[src/rtl/tsic_defs.vh]
`ifndef TSIC_DEFS_VH
`define TSIC_DEFS_VH

// ---------------------------------------------------------------
// Register byte addresses
// ---------------------------------------------------------------
`define TSIC_ADDR_TRAP      12'h000
`define TSIC_ADDR_GCTL      12'h004
`define TSIC_ADDR_IRQ_STAT  12'h008
`define TSIC_ADDR_IRQ_MASK  12'h00C

// ---------------------------------------------------------------
// Trap status field positions
// ---------------------------------------------------------------
`define TSIC_TRAP_OSC       1
`define TSIC_TRAP_STACK     2
`define TSIC_TRAP_ADDR      3
`define TSIC_TRAP_MATH      4
`define TSIC_TRAP_DMA       5
`define TSIC_TRAP_DIVZ      6
`define TSIC_TRAP_IMPL      16'h007E

// ---------------------------------------------------------------
// Global control field positions and reset
// ---------------------------------------------------------------
`define TSIC_GCTL_GIE       15
`define TSIC_GCTL_TIMED_IRQ_DISABLE_ACTIVE      14
`define TSIC_GCTL_SOFTWARE_TRAP_CONTROL    13
`define TSIC_GCTL_WMASK     16'hA007
`define TSIC_GCTL_RESET     16'h8000

// ---------------------------------------------------------------
// Interrupt status layout: bits 2..0 external edges, 3 any trap
// ---------------------------------------------------------------
`define TSIC_IRQ_TRAP       3
`define TSIC_IRQ_WIDTH      4

`endif

[src/rtl/tsic_edge_detect.v]
`timescale 1ns/10ps
`default_nettype none

module tsic_edge_detect #(
  parameter N = 3
) (
  // Clock and reset
  input  wire         pclk,
  input  wire         presetn,
  // Pins and polarity
  input  wire [N-1:0] pin,
  input  wire [N-1:0] falling,
  // Events
  output reg  [N-1:0] edge_seen
);

  reg [N-1:0] prev;

  genvar i;
  generate
    for (i = 0; i < N; i = i + 1) begin : g_ch
      always @(posedge pclk or negedge presetn) begin
        if (!presetn) begin
          prev[i]      <= 1'b0;
          edge_seen[i] <= 1'b0;
        end else begin
          prev[i]      <= pin[i];
          // One selects falling edge, zero rising
          edge_seen[i] <= falling[i] ? (prev[i] & ~pin[i]) : (~prev[i] & pin[i]);
        end
      end
    end
  endgenerate

endmodule // tsic_edge_detect

`default_nettype wire

[src/rtl/tsic_trap_flags.v]
`timescale 1ns/10ps
`default_nettype none
`include "tsic_defs.vh"

module tsic_trap_flags (
  // Clock and reset
  input  wire        pclk,
  input  wire        presetn,
  // Trap events
  input  wire        trap_osc,
  input  wire        trap_stack,
  input  wire        trap_addr,
  input  wire        trap_math,
  input  wire        trap_divz,
  input  wire        trap_dma,
  // Software write
  input  wire        wr_en,
  input  wire [15:0] wr_data,
  // Flags
  output reg  [15:0] flags
);

  reg [15:0] set_vec;

  always @* begin
    set_vec = 16'h0000;
    set_vec[`TSIC_TRAP_OSC]   = trap_osc;
    set_vec[`TSIC_TRAP_STACK] = trap_stack;
    set_vec[`TSIC_TRAP_ADDR]  = trap_addr;
    // A divide-by-zero is a math trap as well
    set_vec[`TSIC_TRAP_MATH]  = trap_math | trap_divz;
    set_vec[`TSIC_TRAP_DIVZ]  = trap_divz;
    set_vec[`TSIC_TRAP_DMA]   = trap_dma;
  end

  always @(posedge pclk or negedge presetn) begin
    if (!presetn) begin
      flags <= 16'h0000;
    end else if (wr_en) begin
      // Hardware set wins over a software clear in the same cycle
      flags <= ((wr_data | set_vec) & `TSIC_TRAP_IMPL);
    end else begin
      flags <= flags | set_vec;
    end
  end

endmodule // tsic_trap_flags

`default_nettype wire

[src/rtl/tsic_top.v]
// Register access over APB and the register offsets were left to the implementer.
`timescale 1ns/10ps
`default_nettype none
`include "tsic_defs.vh"

module tsic_top (
  // APB
  input  wire        pclk,
  input  wire        presetn,
  input  wire        psel,
  input  wire        penable,
  input  wire        pwrite,
  input  wire [11:0] paddr,
  input  wire [31:0] pwdata,
  output reg  [31:0] prdata,
  output reg         pready,
  output reg         pslverr,
  // Trap events from the core, one-cycle pulses
  input  wire        trap_osc,
  input  wire        trap_stack,
  input  wire        trap_addr,
  input  wire        trap_math,
  input  wire        trap_divz,
  input  wire        trap_dma,
  // Core status and requests
  input  wire        timed_irq_disable_active,
  input  wire [2:0]  ext_irq_pin,
  input  wire        periph_irq_req,
  // Outputs to the core
  output reg         core_irq_take,
  output reg         software_trap_enable,
  output reg  [2:0]  ext_irq_event,
  output reg         irq
);

  // ---------------------------------------------------------------
  // Bus decode
  // ---------------------------------------------------------------
  wire access  = psel & penable;
  wire wr_acc  = access & pwrite;
  wire rd_acc  = access & ~pwrite;
  wire hit_trp = (paddr == `TSIC_ADDR_TRAP);
  wire hit_gct = (paddr == `TSIC_ADDR_GCTL);
  wire hit_ist = (paddr == `TSIC_ADDR_IRQ_STAT);
  wire hit_msk = (paddr == `TSIC_ADDR_IRQ_MASK);
  wire hit_any = hit_trp | hit_gct | hit_ist | hit_msk;

  // ---------------------------------------------------------------
  // Global interrupt control
  // ---------------------------------------------------------------
  reg  [15:0] global_interrupt_control;
  reg         timed_irq_disable_active_q;

  always @(posedge pclk or negedge presetn) begin
    if (!presetn) begin
      global_interrupt_control <= `TSIC_GCTL_RESET;
    end else if (wr_acc & hit_gct) begin
      // Status bit fourteen and the gaps are not writable
      global_interrupt_control <= pwdata[15:0] & `TSIC_GCTL_WMASK;
    end
  end

  always @(posedge pclk or negedge presetn) begin
    if (!presetn) begin
      timed_irq_disable_active_q <= 1'b0;
    end else begin
      timed_irq_disable_active_q <= timed_irq_disable_active;
    end
  end

  wire global_irq_enable  = global_interrupt_control[`TSIC_GCTL_GIE];
  wire [2:0] polarity     = global_interrupt_control[2:0];
  wire [15:0] gctl_read   = global_interrupt_control |
                            ({15'h0000, timed_irq_disable_active_q} << `TSIC_GCTL_TIMED_IRQ_DISABLE_ACTIVE);

  // ---------------------------------------------------------------
  // Trap flags and edge detectors
  // ---------------------------------------------------------------
  wire [15:0] trap_status_control;
  wire [2:0]  edge_evt;

  tsic_trap_flags u_flags (
    .pclk       (pclk),
    .presetn    (presetn),
    .trap_osc   (trap_osc),
    .trap_stack (trap_stack),
    .trap_addr  (trap_addr),
    .trap_math  (trap_math),
    .trap_divz  (trap_divz),
    .trap_dma   (trap_dma),
    .wr_en      (wr_acc & hit_trp),
    .wr_data    (pwdata[15:0]),
    .flags      (trap_status_control)
  );

  tsic_edge_detect #(
    .N (3)
  ) u_edge (
    .pclk      (pclk),
    .presetn   (presetn),
    .pin       (ext_irq_pin),
    .falling   (polarity),
    .edge_seen (edge_evt)
  );

  // ---------------------------------------------------------------
  // Interrupt status and mask
  // ---------------------------------------------------------------
  reg  [`TSIC_IRQ_WIDTH-1:0] irq_stat;
  reg  [`TSIC_IRQ_WIDTH-1:0] irq_mask;
  wire any_trap = trap_osc | trap_stack | trap_addr | trap_math | trap_divz | trap_dma;
  wire [`TSIC_IRQ_WIDTH-1:0] irq_set = {any_trap, edge_evt};

  always @(posedge pclk or negedge presetn) begin
    if (!presetn) begin
      irq_stat <= {`TSIC_IRQ_WIDTH{1'b0}};
    end else if (rd_acc & hit_ist) begin
      // Read clears, but an event in the same cycle survives
      irq_stat <= irq_set;
    end else begin
      irq_stat <= irq_stat | irq_set;
    end
  end

  always @(posedge pclk or negedge presetn) begin
    if (!presetn) begin
      irq_mask <= {`TSIC_IRQ_WIDTH{1'b0}};
    end else if (wr_acc & hit_msk) begin
      irq_mask <= pwdata[`TSIC_IRQ_WIDTH-1:0];
    end
  end

  // ---------------------------------------------------------------
  // Registered outputs
  // ---------------------------------------------------------------
  always @(posedge pclk or negedge presetn) begin
    if (!presetn) begin
      core_irq_take        <= 1'b0;
      software_trap_enable <= 1'b0;
      ext_irq_event        <= 3'h0;
      irq                  <= 1'b0;
    end else begin
      // Traps bypass this gate; only maskable requests are held back
      core_irq_take        <= periph_irq_req & global_irq_enable;
      software_trap_enable <= global_interrupt_control[`TSIC_GCTL_SOFTWARE_TRAP_CONTROL];
      ext_irq_event        <= edge_evt;
      irq                  <= |(irq_stat & irq_mask);
    end
  end

  // ---------------------------------------------------------------
  // APB answer: zero wait states, error on unmapped address
  // ---------------------------------------------------------------
  reg [31:0] rd_mux;

  always @* begin
    rd_mux = 32'h0000_0000;
    case (paddr)
      `TSIC_ADDR_TRAP:     rd_mux = {16'h0000, trap_status_control};
      `TSIC_ADDR_GCTL:     rd_mux = {16'h0000, gctl_read};
      `TSIC_ADDR_IRQ_STAT: rd_mux = {28'h0000000, irq_stat};
      `TSIC_ADDR_IRQ_MASK: rd_mux = {28'h0000000, irq_mask};
      default:             rd_mux = 32'h0000_0000;
    endcase
  end

  always @(posedge pclk or negedge presetn) begin
    if (!presetn) begin
      prdata  <= 32'h0000_0000;
      pready  <= 1'b0;
      pslverr <= 1'b0;
    end else begin
      // Ready is registered at the end of the setup cycle so the access phase ends at once
      pready  <= psel & ~penable;
      pslverr <= psel & ~penable & ~hit_any;
      prdata  <= (psel & ~penable & ~pwrite) ? rd_mux : 32'h0000_0000;
    end
  end

endmodule // tsic_top

`default_nettype wire

[config.mk]
export PLATFORM = sky130hd
export DESIGN_NAME = tsic_top
export DESIGN_NICKNAME = d
export VERILOG_FILES = /design/src/rtl/tsic_edge_detect.v /design/src/rtl/tsic_trap_flags.v /design/src/rtl/tsic_top.v
export VERILOG_INCLUDE_DIRS = /design/src /design/src/rtl
export SDC_FILE = /design/constraint.sdc
export NUM_CORES = 1
export LEC_CHECK = 0
export BUFFER_PORTS_ARGS = -buffer_cell sky130_fd_sc_hd__buf_2
export CAP_MARGIN = 25
export CELL_PAD_IN_SITES_DETAIL_PLACEMENT = 0
export CELL_PAD_IN_SITES_GLOBAL_PLACEMENT = 1
export CORE_ASPECT_RATIO = 0.7
export CORE_MARGIN = 2
export CORE_UTILIZATION = 31
export DETAILED_ROUTE_END_ITERATION = 16
export PLACE_DENSITY_LB_ADDON = 0.1
export SYNTH_ARGS = -nofsm -noshare
export SYNTH_HDL_FRONTEND = slang
export SYNTH_SLANG_ARGS = --single-unit
[constraint.sdc]
create_clock -name pclk -period 1.1 [get_ports pclk]
set_input_delay 0.165 -clock pclk [delete_from_list [all_inputs] [get_ports pclk]]
set_output_delay 0.165 -clock pclk [all_outputs]
set_load 0.01 [all_outputs]
==> summary.md, run 1 <==
| Metric | Value |
|---|---|
| Total I/O pin count | `100` |
| Internal power | `0.002524 W` |
| Leak Pwr | `1.368 nW` |
| Crit Path Category | `in -> reg` |
| Fin area | `2659 µm²` |
| Core box area | `6186 µm²` |
| Final setup vio count | `30` |
| Outcome | `finished, violations left` |
| Placer Congestion | `0.7718` |
| Clock Power Share | `0.397` |
| Unique masters post-synth | `33` |
| Slowest cell on the critical path | `or4_4` |
| Num CTS Buffers | `5` |
| Sum Neg Setup Slack | `-9.029 ns` |
| WP data required | `1.28 ns` |
| Crit path largest cell delay | `0.59 ns` |
| RSZ-0062 raised after global routing | `yes` |
| Initial antenna violation count | `0` |
| DR pass1 iterations | `4` |
| DR vias/cell | `4.438` |
| EDFF count, synth | `0` |
| Critical path arrival | `1.62 ns` |
| Pwr dens | `1223 nW/µm²` |
| Crit start category | `input port` |
| Peak VDD IR | `0.0003985 V` |
| Slew Viols, Final | `0` |
| Fin. Hold Viols | `0` |
| DIE WIDTH | `99.18 µm` |
| Switching part of the total power | `0.2241` |
| Global-route wire length before repair | `7.293 mm` |
| Mapped Area | `roughly 2000 µm²` |
| Initial DRC Count | `50` |
| Drt total wl | `4.620 mm` |
| Antenna Diode Count | `0` |
| Hold Path Class | `in -> reg` |
| Row count | `24` |
| Wire length per cell | `about 15 µm` |
| Antenna-violating nets left | `0` |
| Htree depth | `2` |
| WHS | `0.08071 ns` |
| Fin util | `0.4298` |
| Logic pwr share | `0.096` |
| Cell count after synthesis | `about 150` |
| CTS Sinks | `44` |
| CTS max path bufs | `2` |
| Clock transition at path regs | `0.08 ns` |
| Post-synth top flop | `dfrtp_1` |
| CP delay by family, top | `simple AND/OR/NAND/NOR gates` |
| Avg Synthesized Cell Area | `12.85 µm²` |
| Number of buffers and inverters on the critical path | `2` |
| Max Cap Viol | `0` |
| Post-DP HPWL | `3.390 mm` |
| Min Tclk post-route | `1.441 ns` |
| Worst-path fanout max | `5` |
| Vias in the first global route | `1,426` |
| Post-route DRC | `0` |
| Psw | `0.0007288 W` |
| Sequential share of the synthesized area | `0.5608` |
| Post-synthesis async set-or-reset flop share | `1.000` |
| Setup ws final | `-0.3410 ns` |
| PortBufs | `54` |
| Largest net degree at the start of global routing | `32` |
| Critical Path Sink Type | `register` |
| Initial core utilization | `0.3178` |
| Via count | `about 1,400` |
| Skew final | `around 0.0076 ns` |
| Fmax | `694.0 MHz` |
| Global route total overflow | `0` |
| Seq pwr share | `0.507` |
| Final cycle utilization of the critical path | `1.310` |
| Clock Latency Late Sink | `~0.29 ns` |
| Total Routing Usage GR | `0.1352` |
| Die Span Y | `between 70 and 80 µm` |
| Area grow syn2layout | `35.26%` |
| Area after DPL | `about 2400 µm²` |
| Share of cells above drive strength 1 | `0.4599` |
| Flops & latches, synth | `44` |
| Die Footprint | `7004 µm²` |
| Crit-path cells | `buf_6, or4_4, nor4_4, buf_4, mux2_4` |
| Failing checks | `setup timing` |
| YS warnings | `0` |
| Root Driver | `clkbuf_8` |
| Clock tree from TritonCTS | `done` |
| Final nets | `296` |
[power groups by stage]
stage               registers (W)  logic [W]  clock network [W]
floorplan                 0.00168   0.000172                  0
global placement          0.00168   0.000276                  0
finish                    0.00165   0.000313            0.00129
detailed placement        0.00168   0.000281                  0
global route              0.00165   0.000344            0.00140
CTS                       0.00165   0.000311            0.00133
[per-layer routing]
metal | global-route usage | routed length, µm
met1 | 0.1937 | 2268
met2 | 0.1982 | 2014
met3 | 0.04150 | 296
met4 | 0.04110 | 41
met5 | 0 | 0
[cell families after synthesis]
kind of cell | synth area share
AOI/OAI and AO/OA | 0.04265
DFF | 0.5608
other | 0.001908
muxes | 0.1165
buffers and inverters | 0.09930
and+or+nand+nor | 0.1789
[layout by cell type (no fill, tap or decap), drive strengths merged, types with 5 or more instances in the layout]
master	netlist	layout
and3	6	6
buf	24	76
nor2	12	12
clkbuf	2	6
dfrtp	43	43
mux2i	6	6
dlygate4sd3	0	5
mux2	11	11
or4	5	5
conb	1	22
[Yosys cell counts, drive strengths merged (2+ instances only)]
master	count	share of area
buf	24	0.095
or4	5	0.025
nor3	2	0.0051
nand2	2	0.0038
nand2b	3	0.0095
nor4	4	0.031
and3	6	0.019
nor2	12	0.023
o21ai	3	0.0076
mux2	11	0.063
dfrtp	43	0.55
a22oi	4	0.015
mux4	2	0.023
and2	3	0.0095
nor2b	4	0.013
a21o	4	0.015
nand3b	3	0.011
mux2i	6	0.031
clkbuf	2	0.0038
[layout make-up]
cell class              instances  area (µm²)
multi-input cells             104       800.8
clock buffers                   6       82.58
well taps                      78       97.59
flip-flops and latches         44        1102
repair buffers                 81       536.8
fillers                       601        3527
clock inverters                 2       38.79
[metrics by stage]
step | total power, W | std cells | setup WS [ns]
floorplan | 0.001856 | 174 | -0.5824
global placement | 0.001956 | 299 | -0.6823
detailed placement | 0.001961 | 299 | -0.6981
CTS | 0.003290 | 314 | -0.3328
global route | 0.003396 | 315 | -0.3705
finish | 0.003252 | 315 | -0.3410
[what timing repair did]
| item | CTS | global route |
|---|---|---|
| gates cloned | 0 | 1 |
| hold buffers | 5 | 0 |
| pin swaps | 8 | 1 |
| buffers inserted | 2 | 0 |
| setup endpoints to repair | 29 | 30 |
| endpoints found under the hold margin | 16 | 0 |
| resized for setup | 11 | 4 |
[state kept, by name, indices dropped and copies added, names as in the netlist, 3 cells and up]
name / flops
u_edge.edge_seen: 3
u_edge.prev: 3
prdata: 10
ext_irq_event: 3
global_interrupt_control: 5
u_flags.flags: 6
irq_stat: 4
irq_mask: 4
[worst paths after layout]
kind                       depth (start not counted)  slack, ns                start          endpoint
hold reg to reg                                    0       0.38  u_edge.edge_seen[1]  ext_irq_event[1]
min in group asynchronous                          2       0.30              presetn         prdata[3]
hold / removal                                     2       0.08       periph_irq_req     core_irq_take
setup / recovery                                   5      -0.34             paddr[8]       irq_mask[3]
max in group asynchronous                          3       0.33              presetn    u_edge.prev[2]
setup reg to reg                                   2      -0.03          irq_stat[1]         prdata[1]
Power figures use the tool's default switching activity.
==> inputs of run 2 (changes only) <==
--- a/config.mk
+++ b/config.mk
@@ -10,8 +10,8 @@
 export CAP_MARGIN = 25
 export CELL_PAD_IN_SITES_DETAIL_PLACEMENT = 0
 export CELL_PAD_IN_SITES_GLOBAL_PLACEMENT = 1
-export CORE_ASPECT_RATIO = 0.7
-export CORE_MARGIN = 2
+export CORE_ASPECT_RATIO = 1.2
+export CORE_MARGIN = 1.5
 export CORE_UTILIZATION = 31
 export DETAILED_ROUTE_END_ITERATION = 16
 export PLACE_DENSITY_LB_ADDON = 0.1
==> summary.md, run 2 (synthesis results as in run 1) <==
| Metric | Value |
|---|---|
| Max Cap Viol | `0` |
| Placer Congestion | `0.7300` |
| Via count | `1,364` |
| R2R depth | `2` |
| CTS max path bufs | `2` |
| Core box area | `6090 µm²` |
| Crit Path Category | `in -> reg` |
| Area grow syn2layout | `33.29%` |
| DR pass1 iterations | `4` |
| Final setup vio count | `29` |
| Min Tclk post-route | `1.447 ns` |
| Setup crit end | `u_flags.flags[2]` |
| Root Driver | `clkbuf_8` |
| Hold Path Class | `in -> reg` |
| WP data required | `1.31 ns` |
| Global-route wire length before repair | `about 6.8 mm` |
| Skew final | `0.002975 ns` |
| Leak Pwr | `1.338 nW` |
| Share of cells above drive strength 1 | `0.4440` |
| Outcome | `finished, violations left` |
| Top Registers | `prdata (10), u_flags.flags (6), global_interrupt_control (5)` |
| Die Footprint | `slightly below 7000 µm²` |
| Number of buffers and inverters on the critical path | `1` |
| Fillers | `594` |
| Critical path arrival | `1.66 ns` |
| Crit-path cells | `buf_6, or4_4, or4_4, mux2i_1` |
| Switching part of the total power | `0.2219` |
| Global route total overflow | `0` |
| Critical Path Sink Type | `register` |
| CP delay by family, top | `simple AND/OR/NAND/NOR gates` |
| Htree depth | `2` |
| Peak VDD IR | `0.0005349 V` |
| Initial antenna violation count | `0` |
| Max reg flops | `10` |
| Clock transition at path regs | `0.08 ns` |
| Worst Setup SP | `paddr[11]` |
| Total Routing Usage GR | `0.1316` |
| Fin util | `0.4302` |
| Wire length per cell | `around 14 µm` |
| Row count | `31` |
| CTS Sinks | `44` |
| Clock Latency Late Sink | `0.29 ns` |
| Crit start category | `input port` |
| Post-route DRC | `0` |
| Num CTS Buffers | `5` |
| Antenna Diode Count | `0` |
| Sum Neg Setup Slack | `-8.598 ns` |
| RSZ-0062 raised after global routing | `yes` |
| Antenna-violating nets left | `0` |
| Final nets | `between 200 and 300` |
| Worst-path fanout max | `6` |
| Logic pwr share | `0.091` |
| Final cycle utilization of the critical path | `1.316` |
| Most frequent cells in the layout | `buf_2 (50), dfrtp_1 (43), conb_1 (22)` |
| Initial DRC Count | `57` |
| Largest Register | `prdata` |
| Crit path largest cell delay | `0.62 ns` |
| Largest net degree at the start of global routing | `37` |
| Failing checks | `setup timing` |
| PortBufs | `between 50 and 60` |
| Die Span Y | `90.23 µm` |
| Fmax | `691.0 MHz` |
| Psw | `0.0007168 W` |
| Commonest non-fill, non-tap cell in the layout | `buf_2` |
| Drt total wl | `4.261 mm` |
| Fin. Hold Viols | `0` |
| Internal power | `0.002514 W` |
| Worst path depth | `4` |
| Vias in the first global route | `around 1,400` |
| Pwr dens | `1233 nW/µm²` |
| Slowest cell on the critical path | `or4_4` |
| Post-DP HPWL | `3.173 mm` |
| Clock tree from TritonCTS | `done` |
| Seq pwr share | `0.510` |
| Clock Power Share | `0.399` |
| Setup ws final | `-0.3472 ns` |
| Initial core utilization | `0.3228` |
| Worst reg2reg endpoint | `prdata[2]` |
| Worst reg-to-reg setup slack | `-0.02 ns` |
| FF-to-FF Start | `u_flags.flags[2]` |
| DIE WIDTH | `~76 µm` |
| Total I/O pin count | `100` |
| CP dominant cell by count | `or4_4` |
| Slew Viols, Final | `0` |
| DR vias/cell | `4.344` |
[run 2: worst register-to-register path, delay by kind of cell (launching register included)]
kind | cells | cell delay, ns
flip-flops | 1 | 0.40
AND/OR/NAND/NOR | 1 | 0.17
multiplexers | 1 | 0.46
[run 2: per-layer routing]
| metal | track usage | part of all wire | vias to the layer above |
|---|---|---|---|
| li1 | - | - | 647 |
| met1 | 0.1563 | 0.41 | 665 |
| met2 | 0.2222 | 0.52 | 46 |
| met3 | 0.02691 | 0.050 | 6 |
| met4 | 0.05804 | 0.020 | 0 |
| met5 | 0 | 0 | - |
[run 2: layout make-up]
cell class	instances	area (µm²)	area share
clock buffers	6	82.58	0.03152
clock inverters	2	38.79	0.01480
multi-input cells	104	797.0	0.3042
flip-flops and latches	44	1102	0.4207
well taps	82	102.6	0.03916
repair buffers	76	496.7	0.1896
[run 2: metrics by stage]
stage / instance area, µm² / worst slack, ns / total power, W / cells / hold WS (ns)
after floorplan: 2095 / -0.5824 / 0.001856 / 174 / -0.1306
after global placement: 2374 / -0.6769 / 0.001941 / 300 / 0.03204
after detailed placement: 2374 / -0.7099 / 0.001947 / 300 / 0.03722
after CTS: 2604 / -0.3372 / 0.003281 / 314 / 0.06386
after global routing: 2620 / -0.3692 / 0.003384 / 314 / 0.07101
final: 2620 / -0.3472 / 0.003230 / 314 / 0.07420
[run 2: worst min-delay path by stage]
| stage | from | end | slack (ns) | cells past startpoint |
|---|---|---|---|---|
| after detailed placement | presetn | prdata[5] | 0.04 | 1 |
| after CTS | periph_irq_req | core_irq_take | 0.06 | 2 |
| after global placement | presetn | prdata[4] | 0.03 | 1 |
| final | periph_irq_req | core_irq_take | 0.07 | 2 |
| after floorplan | presetn | core_irq_take | -0.13 | 0 |
| after global routing | periph_irq_req | core_irq_take | 0.07 | 2 |
[run 2: repair_timing]
action	CTS	global route
hold buffers	5	0
resized for setup	13	3
setup endpoints to repair	29	29
pin swaps	5	1
buffers inserted	1	0
hold endpoints to repair	12	0
gates cloned	0	0
[run 2: power groups by stage]
stage	combinational, W	sequential, W	clock (W)
4_1_cts	0.000295	0.00165	0.00134
6_report	0.000295	0.00165	0.00129
5_1_grt	0.000324	0.00165	0.00141
2_1_floorplan	0.000172	0.00168	0
3_5_place_dp	0.000267	0.00168	0
3_3_place_gp	0.000261	0.00168	0
==> inputs of run 3 (changes only) <==
--- a/config.mk
+++ b/config.mk
@@ -10,7 +10,6 @@
 export CAP_MARGIN = 25
 export CELL_PAD_IN_SITES_DETAIL_PLACEMENT = 0
 export CELL_PAD_IN_SITES_GLOBAL_PLACEMENT = 1
-export CORE_ASPECT_RATIO = 1.2
 export CORE_MARGIN = 1.5
 export CORE_UTILIZATION = 31
 export DETAILED_ROUTE_END_ITERATION = 16
==> summary.md, run 3 (synthesis results as in run 1) <==
| Metric | Value |
|---|---|
| Outcome | `finished, violations left` |
| Failing checks | `setup timing` |
| Root Driver | `clkbuf_8` |
| Worst-path fanout max | `6` |
| Max reg flops | `10` |
| DR vias/cell | `about 4.4` |
| Slowest cell on the critical path | `or4_4` |
| Clock Latency Late Sink | `0.30 ns` |
| Top Registers | `prdata (10), u_flags.flags (6), global_interrupt_control (5)` |
| Total I/O pin count | `100` |
| Crit-path cells | `buf_6, or4_4, or4_4, mux2i_1` |
| Fin. Hold Viols | `0` |
| WP data required | `between 1 and 1.5 ns` |
| Initial core utilization | `0.3262` |
| Skew final | `between 0.003 and 0.004 ns` |
| PortBufs | `54` |
| Htree depth | `2` |
| Die Span Y | `82.63 µm` |
| Area after DPL | `between 2000 and 2500 µm²` |
| Number of buffers and inverters on the critical path | `1` |
| DIE WIDTH | `approximately 83 µm` |
| Post-DP HPWL | `3.038 mm` |
| Drt total wl | `about 4.2 mm` |
| Setup ws final | `-0.3218 ns` |
| Clock tree from TritonCTS | `done` |
| Num CTS Buffers | `5` |
| Hold Path Class | `in -> reg` |
| Row count | `28` |
| Initial DRC Count | `45` |
| Crit Path Category | `in -> reg` |
| Fin area | `roughly 2600 µm²` |
| Via count | `between 1,000 and 1,500` |
| Max Cap Viol | `0` |
| Core box area | `6026 µm²` |
| Most frequent cells in the layout | `buf_2 (51), dfrtp_1 (43), conb_1 (22)` |
| Initial antenna violation count | `0` |
| Worst reg-to-reg setup slack | `-0.05 ns` |
| Antenna-violating nets left | `0` |
| CP dominant cell by count | `or4_4` |
| Final nets | `292` |
| Clock transition at path regs | `0.08 ns` |
| Pwr dens | `1246 nW/µm²` |
| Fmax | `between 700 and 800 MHz` |
| Largest Register | `prdata` |
| CP delay by family, top | `simple AND/OR/NAND/NOR gates` |
| RSZ-0062 raised after global routing | `yes` |
| Final setup vio count | `29` |
| Vias in the first global route | `1,313` |
| Largest net degree at the start of global routing | `45` |
| Critical Path Sink Type | `register` |
| CTS max path bufs | `2` |
| Pre-CTS setup slack | `-0.6941 ns` |
| Global-route wire length before repair | `around 6.5 mm` |
| Peak VDD IR | `0.0005032 V` |
| Commonest non-fill, non-tap cell in the layout | `buf_2` |
| Total Routing Usage GR | `0.1330` |
| Leak Pwr | `around 1.3 nW` |
| Final cycle utilization of the critical path | `1.293` |
| Sum Neg Setup Slack | `-8.466 ns` |
| Crit start category | `input port` |
| Crit path largest cell delay | `0.62 ns` |
| Die Footprint | `6828 µm²` |
| Share of cells above drive strength 1 | `0.4506` |
| Critical path arrival | `1.60 ns` |
| Wire length per cell | `13.50 µm` |
| Placer Congestion | `0.7557` |
| Antenna Diode Count | `0` |
| Global route total overflow | `0` |
| Slew Viols, Final | `0` |
| CTS Sinks | `44` |
| Tot Pwr | `0.003245 W` |
| DR pass1 iterations | `4` |
| Area grow syn2layout | `32.46%` |
| Min Tclk post-route | `1.422 ns` |
| Post-route DRC | `0` |
==> run 3: worst paths after layout <==
path	start	to	cells past startpoint
max reg2reg	irq_mask[1]	prdata[1]	2
min in group asynchronous	presetn	prdata[5]	3
max in group asynchronous	presetn	global_interrupt_control[15]	3
max	paddr[11]	u_flags.flags[3]	4
min reg2reg	u_edge.edge_seen[0]	ext_irq_event[0]	0
min	periph_irq_req	core_irq_take	2
==> run 3: repair_timing <==
action | CTS | global route
setup buffers | 2 | 0
setup endpoints to repair | 29 | 29
resized for setup | 10 | 1
hold endpoints to repair | 47 | 0
pin swaps | 8 | 4
hold buffers | 5 | 0
==> run 3: power by group <==
| part | internal [W] | switching (W) | total (W) |
|---|---|---|---|
| clock network | 0.000743 | 0.000564 | 0.00131 |
| registers | 0.00164 | 0.00000878 | 0.00165 |
| logic | 0.000131 | 0.000160 | 0.000291 |
| total | 0.00251 | 0.000732 | 0.00325 |
==> run 3: layout make-up <==
| class | instances | area (µm²) |
|---|---|---|
| fillers | 590 | 3422 |
| flip-flops and latches | 44 | 1102 |
| multi-input cells | 104 | 792.0 |
| repair buffers | 77 | 494.2 |
| well taps | 75 | 93.84 |
| clock buffers | 6 | 82.58 |
| clock inverters | 2 | 38.79 |
==> run 3: metrics by stage <==
| step | std cells | hold WS [ns] | utilization |
|---|---|---|---|
| 3_5_place_dp | 293 | 0.1591 | 0.3924 |
| 5_1_grt | 308 | 0.05861 | 0.4321 |
| 4_1_cts | 308 | 0.06066 | 0.4309 |
| 6_report | 308 | 0.06893 | 0.4321 |
| 3_3_place_gp | 293 | 0.1558 | 0.3924 |
| 2_1_floorplan | 174 | -0.1306 | - |
==> run 3: metal layers <==
| metal | vias to the layer above | GRT usage | share of wire |
|---|---|---|---|
| met5 | - | 0 | 0 |
| met1 | 655 | 0.1620 | 0.43 |
| met2 | 50 | 0.2179 | 0.49 |
| met4 | 0 | 0.06500 | 0.021 |
| li1 | 651 | - | - |
| met3 | 7 | 0.03407 | 0.064 |
